$ cat src/irq_unit_pkg.sv
/*
  Holds the shared constants of the nested interrupt unit: node count,
  priority field layout, register offsets, status bit positions and the
  fixed wiring of service request groups onto interrupt nodes.
  Assumes it is compiled before every module that imports it.
*/
package irq_unit_pkg;

  // ****************************************************************
  // Node and priority layout
  // ****************************************************************
  // Number of interrupt nodes.
  localparam int NODE_COUNT = 32;
  // Bits that hold the node number.
  localparam int NODE_BITS = 5;
  // Stored priority bits per node, giving four levels.
  localparam int PRIO_BITS = 2;
  // Width of one priority field in a priority word.
  localparam int PRIO_FIELD = 8;
  // Position of the stored bits in a field, so levels step by 64.
  localparam int PRIO_SHIFT = 6;
  // Priority fields packed into one word.
  localparam int PRIO_PER_WORD = 4;
  // Reset priority level, the most urgent one.
  localparam logic [1:0] PRIO_RESET = 2'h0;

  // ****************************************************************
  // Register map, byte addresses
  // ****************************************************************
  localparam int ADDR_BITS = 8;
  localparam logic [7:0] OFS_ENABLE_SET = 8'h00;
  localparam logic [7:0] OFS_ENABLE_CLR = 8'h04;
  localparam logic [7:0] OFS_PEND_SET = 8'h08;
  localparam logic [7:0] OFS_PEND_CLR = 8'h0c;
  localparam logic [7:0] OFS_ACTIVE = 8'h10;
  localparam logic [7:0] OFS_STATUS = 8'h14;
  localparam logic [7:0] OFS_MASK = 8'h18;
  // Eight priority words from this offset upward.
  localparam logic [7:0] OFS_PRIO_BASE = 8'h20;
  localparam logic [2:0] PRIO_PAGE = 3'h1;

  // ****************************************************************
  // Status bits of the unit's own interrupt
  // ****************************************************************
  localparam int STATUS_BITS = 4;
  localparam int ST_HW_PEND = 0;
  localparam int ST_SW_PEND = 1;
  localparam int ST_ENTRY = 2;
  localparam int ST_EXIT = 3;

  // ****************************************************************
  // Fixed wiring of request groups onto nodes
  // ****************************************************************
  localparam int SYS_BASE = 0;
  localparam int SYS_COUNT = 2;
  localparam int EVT_BASE = 3;
  localparam int EVT_COUNT = 4;
  localparam int SER_BASE = 9;
  localparam int SER_COUNT = 6;
  localparam int CONV_BASE = 15;
  localparam int CONV_COUNT = 2;
  localparam int CAP_BASE = 21;
  localparam int CAP_COUNT = 4;

  // ****************************************************************
  // AXI4-Lite response codes
  // ****************************************************************
  localparam logic [1:0] RESP_OKAY = 2'h0;
  localparam logic [1:0] RESP_SLVERR = 2'h2;

endpackage

$ cat src/nested_vector_irq_unit.sv
/*
  Holds the nested interrupt unit: 32 nodes with pending and active state,
  per-node enable and priority, an AXI4-Lite register slave, the request
  presented to the core with its entry and exit handshake, and a status
  and mask pair driving one level interrupt out.
  Assumes service requests and core signals are on aclk.
*/
// The register addresses and the AXI4-Lite register port were chosen for this implementation.
`timescale 1ns/1ns
module nested_vector_irq_unit
  import irq_unit_pkg::*;
(
  // Clock and reset.
  input wire logic aclk,
  input wire logic aresetn,
  // AXI4-Lite write address channel.
  input wire logic [ADDR_BITS-1:0] s_axi_awaddr,
  input wire logic s_axi_awvalid,
  output logic s_axi_awready,
  // AXI4-Lite write data channel.
  input wire logic [31:0] s_axi_wdata,
  input wire logic [3:0] s_axi_wstrb,
  input wire logic s_axi_wvalid,
  output logic s_axi_wready,
  // AXI4-Lite write response channel.
  output logic [1:0] s_axi_bresp,
  output logic s_axi_bvalid,
  input wire logic s_axi_bready,
  // AXI4-Lite read address channel.
  input wire logic [ADDR_BITS-1:0] s_axi_araddr,
  input wire logic s_axi_arvalid,
  output logic s_axi_arready,
  // AXI4-Lite read data channel.
  output logic [31:0] s_axi_rdata,
  output logic [1:0] s_axi_rresp,
  output logic s_axi_rvalid,
  input wire logic s_axi_rready,
  // Service request pulses from the peripherals.
  input wire logic [SYS_COUNT-1:0] sys_ctrl_req,
  input wire logic [EVT_COUNT-1:0] event_req,
  input wire logic [SER_COUNT-1:0] serial_req,
  input wire logic [CONV_COUNT-1:0] conv_req,
  input wire logic [CAP_COUNT-1:0] capcomp_req,
  // Request offered to the core.
  output logic irq_req,
  output logic [NODE_BITS-1:0] irq_node,
  output logic [PRIO_BITS-1:0] irq_prio,
  // Handler entry and exit from the core.
  input wire logic take_ack,
  input wire logic [NODE_BITS-1:0] take_node,
  input wire logic exit_ack,
  input wire logic [NODE_BITS-1:0] exit_node,
  // Context stacking commands to the core.
  output logic ctx_save,
  output logic ctx_restore,
  // Level interrupt of the unit's own events.
  output logic irq_out
);

  // ****************************************************************
  // Declarations
  // ****************************************************************
  // Request line per node, reserved nodes tied low.
  logic [NODE_COUNT-1:0] node_req;
  // Node state and per-cycle hardware pend events.
  logic [NODE_COUNT-1:0] pending;
  logic [NODE_COUNT-1:0] active;
  logic [NODE_COUNT-1:0] hw_set;
  // Software pulses per node.
  logic [NODE_COUNT-1:0] sw_set;
  logic [NODE_COUNT-1:0] sw_clr;
  // Core entry and exit decoded per node.
  logic [NODE_COUNT-1:0] take_dec;
  logic [NODE_COUNT-1:0] leave_dec;
  // Per-node enable register.
  logic [NODE_COUNT-1:0] enable;
  // Per-node priority, packed two bits per node.
  logic [NODE_COUNT*PRIO_BITS-1:0] prio_flat;
  // Status and mask of the unit's own interrupt.
  logic [STATUS_BITS-1:0] status;
  logic [STATUS_BITS-1:0] mask;
  logic [STATUS_BITS-1:0] events;
  // Held write address and data.
  logic aw_hold;
  logic w_hold;
  logic [ADDR_BITS-1:0] aw_addr_q;
  logic [31:0] w_data_q;
  logic [3:0] w_strb_q;
  // Write commits in this cycle, with its byte-masked data.
  logic wr_fire;
  logic [31:0] wr_bits;
  // Read accepted in this cycle.
  logic rd_fire;
  logic [31:0] rd_word;
  logic rd_hit;
  // Arbiter results.
  logic pend_found;
  logic [NODE_BITS-1:0] pend_node;
  logic [PRIO_BITS-1:0] pend_level;
  logic run_found;
  logic [PRIO_BITS-1:0] run_level;

  // ****************************************************************
  // Request wiring
  // ****************************************************************
  // fixed node wiring
  // Each group lands on its own nodes; fan-out to other receivers is outside.
  always_comb
  begin
    node_req = '0;
    node_req[SYS_BASE +: SYS_COUNT] = sys_ctrl_req;
    node_req[EVT_BASE +: EVT_COUNT] = event_req;
    node_req[SER_BASE +: SER_COUNT] = serial_req;
    node_req[CONV_BASE +: CONV_COUNT] = conv_req;
    node_req[CAP_BASE +: CAP_COUNT] = capcomp_req;
  end

  // ****************************************************************
  // Nodes
  // ****************************************************************
  // thirty-two nodes
  // One cell, one priority field and one enable per node.
  for (genvar n = 0; n < NODE_COUNT; n++)
  begin : g_node
    // Byte lane and word of this node's priority field.
    localparam int LANE = n % PRIO_PER_WORD;
    localparam logic [ADDR_BITS-1:0] PADDR = ADDR_BITS'(OFS_PRIO_BASE + 4 * (n / 4));

    assign take_dec[n] = take_ack && (take_node == NODE_BITS'(n));
    assign leave_dec[n] = exit_ack && (exit_node == NODE_BITS'(n));

    node_cell u_cell
    (
      .aclk(aclk),
      .aresetn(aresetn),
      .req_in(node_req[n]),
      .sw_set(sw_set[n]),
      .sw_clr(sw_clr[n]),
      .take(take_dec[n]),
      .leave(leave_dec[n]),
      .pending(pending[n]),
      .active(active[n]),
      .hw_set(hw_set[n])
    );

    // priority field write
    // Only the top two bits of the byte are kept, so levels are 0,64,128,192.
    always_ff @(posedge aclk)
    begin
      if (!aresetn)
        prio_flat[n*PRIO_BITS +: PRIO_BITS] <= PRIO_RESET;
      else if (wr_fire && aw_addr_q == PADDR && w_strb_q[LANE])
        prio_flat[n*PRIO_BITS +: PRIO_BITS] <=
          w_data_q[LANE*PRIO_FIELD + PRIO_SHIFT +: PRIO_BITS];
    end
  end

  // ****************************************************************
  // Write decode
  // ****************************************************************
  // A write commits once both address and data are held.
  assign wr_fire = aw_hold && w_hold && !s_axi_bvalid;

  // Data bits with unstrobed byte lanes masked off.
  always_comb
  begin
    for (int b = 0; b < 4; b++)
      wr_bits[b*8 +: 8] = w_strb_q[b] ? w_data_q[b*8 +: 8] : 8'h00;
  end

  assign sw_set = (wr_fire && aw_addr_q == OFS_PEND_SET) ? wr_bits : '0;
  assign sw_clr = (wr_fire && aw_addr_q == OFS_PEND_CLR) ? wr_bits : '0;

  // Enable bits, set and cleared through separate words.
  always_ff @(posedge aclk)
  begin
    if (!aresetn)
      enable <= '0;
    else if (wr_fire && aw_addr_q == OFS_ENABLE_SET)
      enable <= enable | wr_bits;
    else if (wr_fire && aw_addr_q == OFS_ENABLE_CLR)
      enable <= enable & ~wr_bits;
  end

  // Mask of the unit's own interrupt.
  always_ff @(posedge aclk)
  begin
    if (!aresetn)
      mask <= '0;
    else if (wr_fire && aw_addr_q == OFS_MASK)
      mask <= wr_bits[STATUS_BITS-1:0];
  end

  // ****************************************************************
  // AXI4-Lite write channels
  // ****************************************************************
  // Address and data are taken in either order and held until commit.
  assign s_axi_awready = !aw_hold && !s_axi_bvalid;
  assign s_axi_wready = !w_hold && !s_axi_bvalid;

  // Holds the write address.
  always_ff @(posedge aclk)
  begin
    if (!aresetn)
    begin
      aw_hold <= 1'b0;
      aw_addr_q <= '0;
    end
    else if (s_axi_awvalid && s_axi_awready)
    begin
      aw_hold <= 1'b1;
      aw_addr_q <= s_axi_awaddr;
    end
    else if (wr_fire)
      aw_hold <= 1'b0;
  end

  // Holds the write data and strobes.
  always_ff @(posedge aclk)
  begin
    if (!aresetn)
    begin
      w_hold <= 1'b0;
      w_data_q <= '0;
      w_strb_q <= '0;
    end
    else if (s_axi_wvalid && s_axi_wready)
    begin
      w_hold <= 1'b1;
      w_data_q <= s_axi_wdata;
      w_strb_q <= s_axi_wstrb;
    end
    else if (wr_fire)
      w_hold <= 1'b0;
  end

  // Write response; unmapped or read-only words answer with an error.
  always_ff @(posedge aclk)
  begin
    if (!aresetn)
    begin
      s_axi_bvalid <= 1'b0;
      s_axi_bresp <= RESP_OKAY;
    end
    else if (wr_fire)
    begin
      s_axi_bvalid <= 1'b1;
      if (aw_addr_q == OFS_ENABLE_SET || aw_addr_q == OFS_ENABLE_CLR ||
          aw_addr_q == OFS_PEND_SET || aw_addr_q == OFS_PEND_CLR ||
          aw_addr_q == OFS_MASK || aw_addr_q[7:5] == PRIO_PAGE)
        s_axi_bresp <= RESP_OKAY;
      else
        s_axi_bresp <= RESP_SLVERR;
    end
    else if (s_axi_bready)
      s_axi_bvalid <= 1'b0;
  end

  // ****************************************************************
  // AXI4-Lite read channels
  // ****************************************************************
  assign s_axi_arready = !s_axi_rvalid;
  assign rd_fire = s_axi_arvalid && s_axi_arready;

  // Read multiplexer; priority words show each level in its byte's top bits.
  always_comb
  begin
    rd_word = 32'h0000_0000;
    rd_hit = 1'b1;
    if (s_axi_araddr[7:5] == PRIO_PAGE)
    begin
      for (int b = 0; b < PRIO_PER_WORD; b++)
        rd_word[b*PRIO_FIELD + PRIO_SHIFT +: PRIO_BITS] =
          prio_flat[(int'(s_axi_araddr[4:2]) * PRIO_PER_WORD + b) * PRIO_BITS +: PRIO_BITS];
    end
    else
    begin
      unique case (s_axi_araddr)
        OFS_ENABLE_SET: rd_word = enable;
        OFS_ENABLE_CLR: rd_word = enable;
        OFS_PEND_SET: rd_word = pending;
        OFS_PEND_CLR: rd_word = pending;
        OFS_ACTIVE: rd_word = active;
        OFS_STATUS: rd_word[STATUS_BITS-1:0] = status;
        OFS_MASK: rd_word[STATUS_BITS-1:0] = mask;
        default: rd_hit = 1'b0;
      endcase
    end
  end

  // Read data register, answered one cycle after the address is taken.
  always_ff @(posedge aclk)
  begin
    if (!aresetn)
    begin
      s_axi_rvalid <= 1'b0;
      s_axi_rdata <= '0;
      s_axi_rresp <= RESP_OKAY;
    end
    else if (rd_fire)
    begin
      s_axi_rvalid <= 1'b1;
      s_axi_rdata <= rd_word;
      s_axi_rresp <= rd_hit ? RESP_OKAY : RESP_SLVERR;
    end
    else if (s_axi_rready)
      s_axi_rvalid <= 1'b0;
  end

  // ****************************************************************
  // Own interrupt
  // ****************************************************************
  assign events[ST_HW_PEND] = |hw_set;
  assign events[ST_SW_PEND] = |sw_set;
  assign events[ST_ENTRY] = take_ack;
  assign events[ST_EXIT] = exit_ack;

  // Sticky status; a read clears it, but an event in that cycle survives.
  always_ff @(posedge aclk)
  begin
    if (!aresetn)
      status <= '0;
    else if (rd_fire && s_axi_araddr == OFS_STATUS)
      status <= events;
    else
      status <= status | events;
  end

  assign irq_out = |(status & mask);

  // ****************************************************************
  // Arbitration and core request
  // ****************************************************************
  // enable gates offering only
  priority_arbiter u_pend_arb
  (
    .cand(pending & enable & ~active),
    .prio_flat(prio_flat),
    .found(pend_found),
    .node(pend_node),
    .level(pend_level)
  );

  // Running level is the most urgent level among active handlers.
  priority_arbiter u_run_arb
  (
    .cand(active),
    .prio_flat(prio_flat),
    .found(run_found),
    .node(),
    .level(run_level)
  );

  // Registers the offered request; only a more urgent level may nest.
  always_ff @(posedge aclk)
  begin
    if (!aresetn)
    begin
      irq_req <= 1'b0;
      irq_node <= '0;
      irq_prio <= '0;
    end
    else
    begin
      irq_req <= pend_found && (!run_found || pend_level < run_level) && !take_ack;
      irq_node <= pend_node;
      irq_prio <= pend_level;
    end
  end

  // context stacking commands
  // Entry asks the core to save context, exit to restore it.
  always_ff @(posedge aclk)
  begin
    if (!aresetn)
    begin
      ctx_save <= 1'b0;
      ctx_restore <= 1'b0;
    end
    else
    begin
      ctx_save <= take_ack;
      ctx_restore <= exit_ack;
    end
  end

endmodule // nested_vector_irq_unit

$ cat src/node_cell.sv
/*
  Holds the pending and active state of one interrupt node.
  Assumes the request input comes from logic on the same clock and that
  take and leave come from the core for this node only.
*/
`timescale 1ns/1ns
module node_cell
(
  // Clock and reset.
  input wire logic aclk,
  input wire logic aresetn,
  // Request and software controls.
  input wire logic req_in,
  input wire logic sw_set,
  input wire logic sw_clr,
  // Core handler entry and exit.
  input wire logic take,
  input wire logic leave,
  // State and event.
  output logic pending,
  output logic active,
  output logic hw_set
);

  // Request level of the previous cycle, for edge detection.
  logic req_q;

  // ****************************************************************
  // Request detection
  // ****************************************************************
  // sampled pulse detection
  // A high input pends the node while idle; a rising edge pends it always.
  assign hw_set = req_in & (~active | ~req_q);

  // Samples the request line on every rising clock edge.
  always_ff @(posedge aclk)
  begin
    if (!aresetn)
      req_q <= 1'b0;
    else
      req_q <= req_in;
  end

  // ****************************************************************
  // Pending state
  // ****************************************************************
  // Any set, by hardware or software, wins over a clear in the same cycle.
  always_ff @(posedge aclk)
  begin
    if (!aresetn)
      pending <= 1'b0;
    else if (hw_set || sw_set)
      pending <= 1'b1;
    else if (take || sw_clr)
      pending <= 1'b0;
  end

  // ****************************************************************
  // Active state
  // ****************************************************************
  // Entry makes the node active; return makes it inactive again.
  always_ff @(posedge aclk)
  begin
    if (!aresetn)
      active <= 1'b0;
    else if (take)
      active <= 1'b1;
    else if (leave)
      active <= 1'b0;
  end

endmodule // node_cell

$ cat src/priority_arbiter.sv
/*
  Picks the most urgent node out of a candidate mask; on a tie the lowest
  node number wins. Purely combinational.
  Assumes priorities are packed two bits per node, node 0 lowest.
*/
`timescale 1ns/1ns
module priority_arbiter
  import irq_unit_pkg::*;
#(
  parameter int N = NODE_COUNT
)
(
  // Candidates and their levels.
  input wire logic [N-1:0] cand,
  input wire logic [N*PRIO_BITS-1:0] prio_flat,
  // Winner.
  output logic found,
  output logic [NODE_BITS-1:0] node,
  output logic [PRIO_BITS-1:0] level
);

  // ****************************************************************
  // Search
  // ****************************************************************
  // lowest level, lowest number
  // A strictly lower level replaces the winner, so ties keep the lower node.
  always_comb
  begin
    found = 1'b0;
    node = '0;
    level = '1;
    for (int i = 0; i < N; i++)
    begin
      if (cand[i] && (!found || (prio_flat[i*PRIO_BITS +: PRIO_BITS] < level)))
      begin
        found = 1'b1;
        node = NODE_BITS'(i);
        level = prio_flat[i*PRIO_BITS +: PRIO_BITS];
      end
    end
  end

endmodule // priority_arbiter

$ cat config.mk
export PLATFORM = sky130hd
export DESIGN_NAME = nested_vector_irq_unit
export DESIGN_NICKNAME = d
export VERILOG_FILES = /design/src/irq_unit_pkg.sv /design/src/nested_vector_irq_unit.sv /design/src/node_cell.sv /design/src/priority_arbiter.sv
export SDC_FILE = /design/constraint.sdc
export NUM_CORES = 1
export LEC_CHECK = 0
export BUFFER_PORTS_ARGS = -buffer_cell sky130_fd_sc_hd__buf_2
export CORE_ASPECT_RATIO = 0.75
export CORE_MARGIN = 3
export CORE_UTILIZATION = 50
export DETAILED_ROUTE_END_ITERATION = 16
export PLACE_DENSITY = 0.76
export SYNTH_ARGS = -nofsm -noshare
export SYNTH_HDL_FRONTEND = slang
export SYNTH_SLANG_ARGS = --single-unit
$ cat constraint.sdc
create_clock -name aclk -period 28 [get_ports aclk]
set_input_delay 2.8 -clock aclk [delete_from_list [all_inputs] [get_ports aclk]]
set_output_delay 2.8 -clock aclk [all_outputs]
set_load 0.005 [all_outputs]
Word-level counts from Yosys, hierarchy flattened
Cells that the tools add are included.
- bits of input ports: 89
- output and inout bits: 52
- word-level logic and storage cells: 1127
- register bits after elaboration: 280
- muxes and demuxes: 317
- equality and inequality tests: 82
- $add $sub $neg: 3
- bitwise gates (word level): 80
- reductions and logical operators: 446
- shifts and indexed selects: 4
- order comparisons: 63
- operators by type and width (operator ; count):
    two-way mux 1 bit ; 202
    variable part select 64 x 8 -> 2 bit ; 3
    logical AND 1 bit ; 181
    equality test 5 bit (second input constant) ; 32
    two-way mux 2 bit ; 72
    nonzero test 2 bit ; 69
    two-way mux 32 bit ; 4
    < comparator 2 bit ; 63
    logical OR 1 bit ; 118
    AND 32 bit ; 3
    one-hot mux 28 bit (3 select lines) ; 1
    equality test 5 x 4 -> 1 bit (second input constant) ; 16
    two-way mux 5 bit ; 16
    zero test 1 bit ; 68
    equality test 8 x 6 -> 1 bit (second input constant) ; 8
    inverter 32 bit ; 2
    variable part select 64 x 7 -> 2 bit ; 1
    equality test 5 x 3 -> 1 bit (second input constant) ; 8
    two-way mux 4 bit ; 9
    inverter 1 bit ; 36
    equality test 8 x 4 -> 1 bit (second input constant) ; 4
    equality test 8 x 5 -> 1 bit (second input constant) ; 4
    two-way mux 8 bit ; 4
    bitwise OR 32 bit ; 1
    20 further kinds ; 70

Logic depth before layout (Yosys ltp)
Gate-level depths: netlist of the first run.
- depth in word-level cells: 131
- depth in mapped cells: 173
- gate-level depth less buffers: 172

By module
Synthesis of the first run repeated with hierarchy kept, for this count alone.
- cells, all modules: 2715
- area, all modules: 20514.7 um^2
- modules (own cells, without submodules) (module ; cells each ; area each (um^2) ; sequential area each (um^2) ; instances):
    nested_vector_irq_unit ; 1267 ; 9999.6 ; 3923.8 ; 1
    priority_arbiter ; 580 ; 3415.8 ; 0.0 ; 2
    node_cell ; 9 ; 115.1 ; 60.1 ; 32

Worst setup path before layout of the first run
Ideal clock, no wire load.
- path type: register to register
- start: reg g_node[0].u_cell.active
- end: reg irq_req
- clock period less this slack: 28027 ps
- path buffers: 1
- arrival: 27957 ps
- cell stages (with the launch flop): 167
- setup slack: -27 ps
- required time: 27930 ps
- setup time: 70 ps
- cells stage by stage: dfxtp_1 > clkbuf_1 > nor2b_1 > ha_1 > a21oi_1 > nand2_1 > a32oi_1 > inv_1 > ha_1 > inv_1 > o21bai_1 > a21boi_0 > mux2i_1 > ha_1 > a21oi_1 > o21ai_0 > mux2i_1 > inv_1 > (+131 left out) > mux2_4 > ha_1 > a21oi_1 > o21ai_0 > mux2_4 > ha_1 > o21a_1 > o21ai_0 > nand2_1 > mux2_4 > ha_1 > a21oi_1 > o21ai_1 > mux2_4 > ha_1 > a2111oi_0 > o21ai_0 > o2bb2ai_1
- cells in the longest elaborated chain, start to end: 131
- elaborated cells on any way between the ends: 383
- classes of those cells: order compare: 63; mux: 128; bitwise: 2; reduce/logical: 190
- ends and longest elaborated chain (what ; RTL line ; source):
    start, declared ; node_cell.sv:21 ; output logic active,
    start signal, assigned ; node_cell.sv:65 ; active <= 1'b0;
    start signal, assigned ; node_cell.sv:67 ; active <= 1'b1;
    start signal, assigned ; node_cell.sv:69 ; active <= 1'b0;
    inverter 32 bit ; nested_vector_irq_unit.sv:337 ; .cand(pending & enable & ~active),
    AND 32 bit ; nested_vector_irq_unit.sv:337 ;
    two-way mux 2 bit / two-way mux 1 bit (equally long branches) ; priority_arbiter.sv:34 ; if (cand[i] && (!found || (prio_flat[i*PRIO_BITS +: PRIO_BITS] < level)))
    < comparator 2 bit / zero test 1 bit (equally long branches) ; priority_arbiter.sv:34 ;
    logical OR 1 bit ; priority_arbiter.sv:34 ;
    logical AND 1 bit ; priority_arbiter.sv:34 ;
    two-way mux 2 bit / two-way mux 1 bit (equally long branches) ; priority_arbiter.sv:34 ;
    < comparator 2 bit / zero test 1 bit (equally long branches) ; priority_arbiter.sv:34 ;
    (+114 left out) ; -- ;
    two-way mux 2 bit / two-way mux 1 bit (equally long branches) ; priority_arbiter.sv:34 ;
    < comparator 2 bit / zero test 1 bit (equally long branches) ; priority_arbiter.sv:34 ;
    logical OR 1 bit ; priority_arbiter.sv:34 ;
    logical AND 1 bit ; priority_arbiter.sv:34 ;
    two-way mux 2 bit ; priority_arbiter.sv:34 ;
    < comparator 2 bit ; nested_vector_irq_unit.sv:365 ; irq_req <= pend_found && (!run_found || pend_level < run_level) && !take_ack;
    logical OR 1 bit ; nested_vector_irq_unit.sv:365 ;
    logical AND 1 bit (*) (2 in series) ; nested_vector_irq_unit.sv:365 ;
    end signal, assigned ; nested_vector_irq_unit.sv:365 ;
    end, declared ; nested_vector_irq_unit.sv:45 ; output logic irq_req,
Every way passes the cells marked *; elsewhere a longest branch is shown, timed or not.
A chain may end at the register's enable or synchronous reset.

Worst setup path after layout of the first run
Same ends and word-level chain as after synthesis.

==> results of run 1 <==
repair_timing:
item | 4_1_cts | 5_1_grt
endpoints found under the setup margin | 1 | 1
pin swaps | 93 | 88
resized for setup | 125 | 81
cloned | 0 | 0
setup buffers | 73 | 26
power by group:
part           internal [uW]  total (uW)  switching (uW)  leakage, uW
Clock                    226         399             173     0.000454
Sequential               405         422            16.7      0.00226
Combinational           77.1         180             103      0.00595
logic make-up after synthesis:
kind of cell	count (synthesis)	share of synthesized area, %
flops	278	30.8
buf+inv	224	4.76
fa+ha+maj	38	2.57
other cells	1	0.0207
simple gates	1030	26.9
mux	72	5.29
compound gates	857	29.7
cell type report:
type | instances | area, um^2
repair buffers | 368 | 2420
clock buffers | 38 | 788
multi-input cells | 1999 | 12600
fillers | 2978 | 12800
well taps | 457 | 572
inverters | 72 | 280
flip-flops and latches | 278 | 5570
clock inverters | 11 | 173
cell usage after synthesis, types with 7 or more instances:
cell type,number,share of area [%]
a211o_1,7,0.34
a211oi_1,11,0.46
a21boi_0,27,1.1
a21o_1,16,0.66
a21oi_1,302,8.4
a221oi_1,7,0.34
a22oi_1,39,1.6
a31oi_1,37,1.3
and2_1,40,1.4
and3_1,18,0.62
buf_1,9,0.19
clkbuf_1,136,2.8
dfxtp_1,278,31
ha_1,34,2.4
inv_1,71,1.5
mux2i_1,45,2.5
mux4_2,16,2.0
nand2_1,418,8.7
nand2b_1,22,0.76
nand3_1,120,3.3
nand3b_1,23,0.95
nand4_1,9,0.31
nor2_1,187,3.9
nor2b_1,27,0.93
nor3_1,28,0.77
nor4_1,17,0.59
o211a_1,10,0.55
o211ai_1,42,1.7
o21a_1,15,0.62
o21ai_0,201,5.6
o21ai_1,16,0.44
o21bai_1,11,0.46
o22ai_1,15,0.52
o31ai_1,16,0.66
or2_2,32,1.1
or3_1,51,1.8
final timing paths:
path	to	cells past startpoint
worst max-delay path	irq_req	174
worst min register to register	w_strb_q[1]	2
worst min-delay path	w_strb_q[1]	2
worst max register to register	irq_req	174
worst reg2reg max path: cells and delay by family (launching register included):
kind                     cells  cell delay [ns]
multiplexers                11             3.22
buffers and inverters       35             3.82
AO/OA/AOI/OAI               73            10.02
flip-flops                   1             0.32
AND/OR/NAND/NOR             26             3.04
adder cells (fa/ha/maj)     29             7.39
metal layers:
layer	global-route usage [%]	vias up	wire length, um
met2	52.8	1470	29900
met4	15.8	4	3750
met3	11.6	298	10500
li1	-	9556	-
met5	0	-	33
met1	49.2	9926	29500
through the flow:
| step | instance area, um^2 | TNS (ns) | setup slack, ns | std cells |
|---|---|---|---|---|
| finish | 22400 | 0 | 0.0849 | 3223 |
| global route | 22400 | -1.14 | -1.14 | 3223 |
| CTS | 21900 | -0.0589 | -0.0589 | 3200 |
| detailed placement | 19800 | -2.43 | -2.43 | 3078 |
| global placement | 19800 | -0.539 | -0.539 | 3078 |
| floorplan | 18100 | 0 | 0.0808 | 2501 |
==> results.tsv, run 1 <==
metric	value	unit
EDFF count, synth	0	
Arr. time, crit path	28.45	ns
DRT iter0 DRCs	2767	
later-pin clock latency in the skew report	0.60	ns
final antenna-violating net count	0	
core box area	35200	um^2
most used cell, CP	buf_4	
max incr delay on CP	0.36	ns
Vias	21300	
H-Tree Depth	1	
Clock transition at path regs	0.06	ns
asr flop ratio synth	0	%
num rows	59	
worst setup path category	reg2reg	
post-cts hold buffer count	0	
synthesized area per cell	7.24	um^2
Max Buffers Root-to-Sink	3	
DRC	0	
Main synth FF type	dfxtp_1	
Final setup viols	0	
worst path required time	28.54	ns
Tot GR Track Use	36.2	%
worst min path class	reg2reg	
CP startpoint	g_node[0].u_cell.active	
Max Fclk	35.8	MHz
TritonCTS clock tree	built	
slowest cell on the critical path	ha_2	
RR Startpoint	g_node[0].u_cell.active	
Slew HR	8.96	%
most frequent cells in the layout	409 x nand2_1, 284 x a21oi_1, 276 x dfxtp_1	
Area Growth Syn to Fin	24.0	%
port buffer count	138	
Clock Sinks	278	
routability congestion estimate	1.00	
PwrDens	44.6	nW/um^2
largest net degree at the start of global routing	92	
drt total wl	73.6	mm
Wirelength per Cell	22.8	um
die height	171	um
clk_skew	0.0503	ns
Final nets	2870	
global route overflow	0	
Total Power	1000	uW
I/O pin count	141	
Synth Instances	2500	
Min Hold Slack	0.484	ns
antenna diode count	0	
Initial Utilization	51.4	%
setup slack, reg-to-reg	0.08	ns
dpl hpwl	50.9	mm
CP max FO	3	
status	finished clean	
Final Cycle Share	99.7	%
sequential fraction of the synthesis area	30.8	%
die area	38500	um^2
commonest non-fill, non-tap cell in the layout	nand2_1	
RSZ-0062 raised after global routing	true	
fin crit period	27.92	ns
share of layout cells above drive strength 1	23.1	%
peak supply drop	0.0476	mV
Synth Register Bits	278	
first-pass GRT wire length	110	mm
initial antenna violation count	2	
Startpoint Class	flip-flop	
root buf cell	clkbuf_16	
Mapped Area	18100	um^2
Leakage	0.00866	uW
worst path bufs/invs	35	
CP top delay family	compound AO/OA/AOI/OAI gates	
count of cell types in the netlist	99	
first-pass detailed-route iteration total	7	
nature of the critical path endpoint	flip-flop	
Synth Warn #	0	
vias in the first global route	19900	
Layout Utilization	63.7	%
cts bufs inserted	28	
vias per cell	6.59	
endpoints failing hold	0	
Worst-Margin Slew	1.36	ns
Slew Limit Fails	0	
startpoint of the worst hold path	w_strb_q[1]	
Die W	226	um
Max-cap violations	0	
Power figures use the tool's default switching activity.
==> inputs of run 2 (changes only) <==
--- a/config.mk
+++ b/config.mk
@@ -9,6 +9,7 @@
 export CORE_ASPECT_RATIO = 0.75
 export CORE_MARGIN = 3
 export CORE_UTILIZATION = 50
+export CTS_BUF_LIST = sky130_fd_sc_hd__clkbuf_2
 export DETAILED_ROUTE_END_ITERATION = 16
 export PLACE_DENSITY = 0.76
 export SYNTH_ARGS = -nofsm -noshare
==> results.tsv, run 2 (synthesized netlist as in run 1, its figures left out) <==
metric	value	unit	change
Clock Sinks	278		unchanged
startpoint of the worst hold path	aw_addr_q[7]		
TritonCTS clock tree	built		
die area	38500	um^2	unchanged
die height	171	um	unchanged
Global Route met1 Usage	49.7	%	+0.45 points
most used cell, CP	ha_4		
DRT iter0 DRCs	2970		+7.3%
CP max FO	3		unchanged
Vias	21400		+0.88%
core box area	35200	um^2	unchanged
worst min path class	reg2reg		
clk_skew	0.110	ns	+0.0594 ns
met2 Usage GRT	53.5	%	+0.69 points
cts bufs inserted	72		+160%
final worst slack	0.00945	ns	-0.0754 ns
share of layout cells above drive strength 1	25.1	%	+2.0 points
post-cts hold buffer count	0		unchanged
max incr delay on CP	0.36	ns	about the same
Leakage	0.00873	uW	+0.82%
peak supply drop	0.0437	mV	-8.2%
PwrDens	41.3	nW/um^2	-7.5%
grt met3 use	12.5	%	+0.87 points
H-Tree Depth	3		+2
Startpoint Class	flip-flop		
GR peak layer	met2		
initial antenna violation count	3		+1
Max-cap violations	0		unchanged
worst path required time	28.91	ns	+0.37 ns
global route overflow	0		unchanged
Total Power	918	uW	-8.4%
CP top delay family	compound AO/OA/AOI/OAI gates		
Worst-Margin Slew	1.33	ns	-0.0316 ns
Area Growth Syn to Fin	22.9	%	
Layout Cells excl Fill	3297		+2.3%
CP startpoint	prio_flat[1]		
placed insts	3078		unchanged
RR Startpoint	prio_flat[1]		
vias per cell	6.50		-1.4%
I/O pin count	141		unchanged
Initial Utilization	51.4	%	unchanged
Max Buffers Root-to-Sink	3		unchanged
Die W	226	um	unchanged
RSZ-0062 raised after global routing	true		
commonest non-fill, non-tap cell in the layout	nand2_1		
endpoints failing hold	0		unchanged
Final setup viols	0		unchanged
slowest cell on the critical path	ha_2		
Max Fclk	35.7	MHz	-0.27%
later-pin clock latency in the skew report	1.00	ns	+0.40 ns
vias in the first global route	19900		+0.23%
num rows	59		unchanged
port buffer count	138		unchanged
Layout Utilization	63.1	%	-0.61 points
routability congestion estimate	1.00		unchanged
DRC	0		unchanged
Clock transition at path regs	0.10	ns	+0.04 ns
Arr. time, crit path	28.90	ns	+0.45 ns
Slew HR	11.1	%	+2.1 points
final antenna-violating net count	0		unchanged
worst setup path category	reg2reg		
fin crit period	27.99	ns	+0.0754 ns
most frequent cells in the layout	407 x nand2_1, 284 x a21oi_1, 275 x dfxtp_1		
Tot GR Track Use	36.6	%	+0.40 points
first-pass detailed-route iteration total	8		+1
first-pass GRT wire length	111	mm	+0.49%
nature of the critical path endpoint	flip-flop		
Final Cycle Share	100	%	+0.27 points
dpl ws	-2.43	ns	unchanged
placed cell areas	19800	um^2	unchanged
root buf cell	clkbuf_2		
Slew Limit Fails	0		unchanged
Wirelength per Cell	22.6	um	-1.2%
Final nets	2916		+1.6%
drt total wl	74.4	mm	+1.0%
design area	22200	um^2	-0.95%
status	finished clean		
largest net degree at the start of global routing	92		unchanged
dpl hpwl	50.9	mm	unchanged
worst path bufs/invs	14		-60%
[run 2: cell type report]
class	instances	area (um^2)
Fill cell	3051	13000
Inverter	72	280
Clock buffer	103	515
Timing Repair Buffer	370	2440
Sequential cell	278	5570
Antenna cell	1	2.50
Clock inverter	17	184
Tap cell	457	572
Multi-Input combinational cell	1999	12700
[run 2: repair_timing]
item | in CTS | in global routing
gates resized for setup | 125 | 88
setup buffers | 73 | 28
endpoints found under the setup margin | 1 | 1
pin swaps | 93 | 101
[run 2: worst register-to-register path: cells and delay by family (launching register included)]
family / cells / cell delay (ns)
adder cells (fa/ha/maj): 31 / 7.80
AND/OR/NAND/NOR: 28 / 3.36
flip-flops: 1 / 0.35
AO/OA/AOI/OAI: 85 / 12.05
buffers and inverters: 14 / 1.13
multiplexers: 11 / 3.20
[run 2: through the flow]
stage	hold WS, ns	setup TNS, ns
3_3_place_gp	0.461	-0.539
3_5_place_dp	0.468	-2.43
6_report	0.486	0
5_1_grt	0.515	-1.21
2_1_floorplan	0.449	0
4_1_cts	0.484	-0.0748
[run 2: layer usage]
metal	up-vias	wire, um
met2	1459	30700
li1	9677	-
met1	10000	29400
met3	261	11100
met4	6	3050
met5	-	42
[run 2: worst paths after layout]
kind,slack (ns),endpoint,cells after the start
max,0.009,irq_req,169
min reg2reg,0.49,aw_addr_q[7],2
min,0.49,aw_addr_q[7],2
max reg2reg,0.009,irq_req,169
[run 2: power breakdown]
| group | leakage (uW) | switching (uW) | total (uW) | internal, uW |
|---|---|---|---|---|
| logic | 0.00596 | 104 | 181 | 77.5 |
| registers | 0.00226 | 16.8 | 422 | 405 |
| clock network | 0.000511 | 180 | 315 | 135 |
| total | 0.00873 | 300 | 918 | 618 |
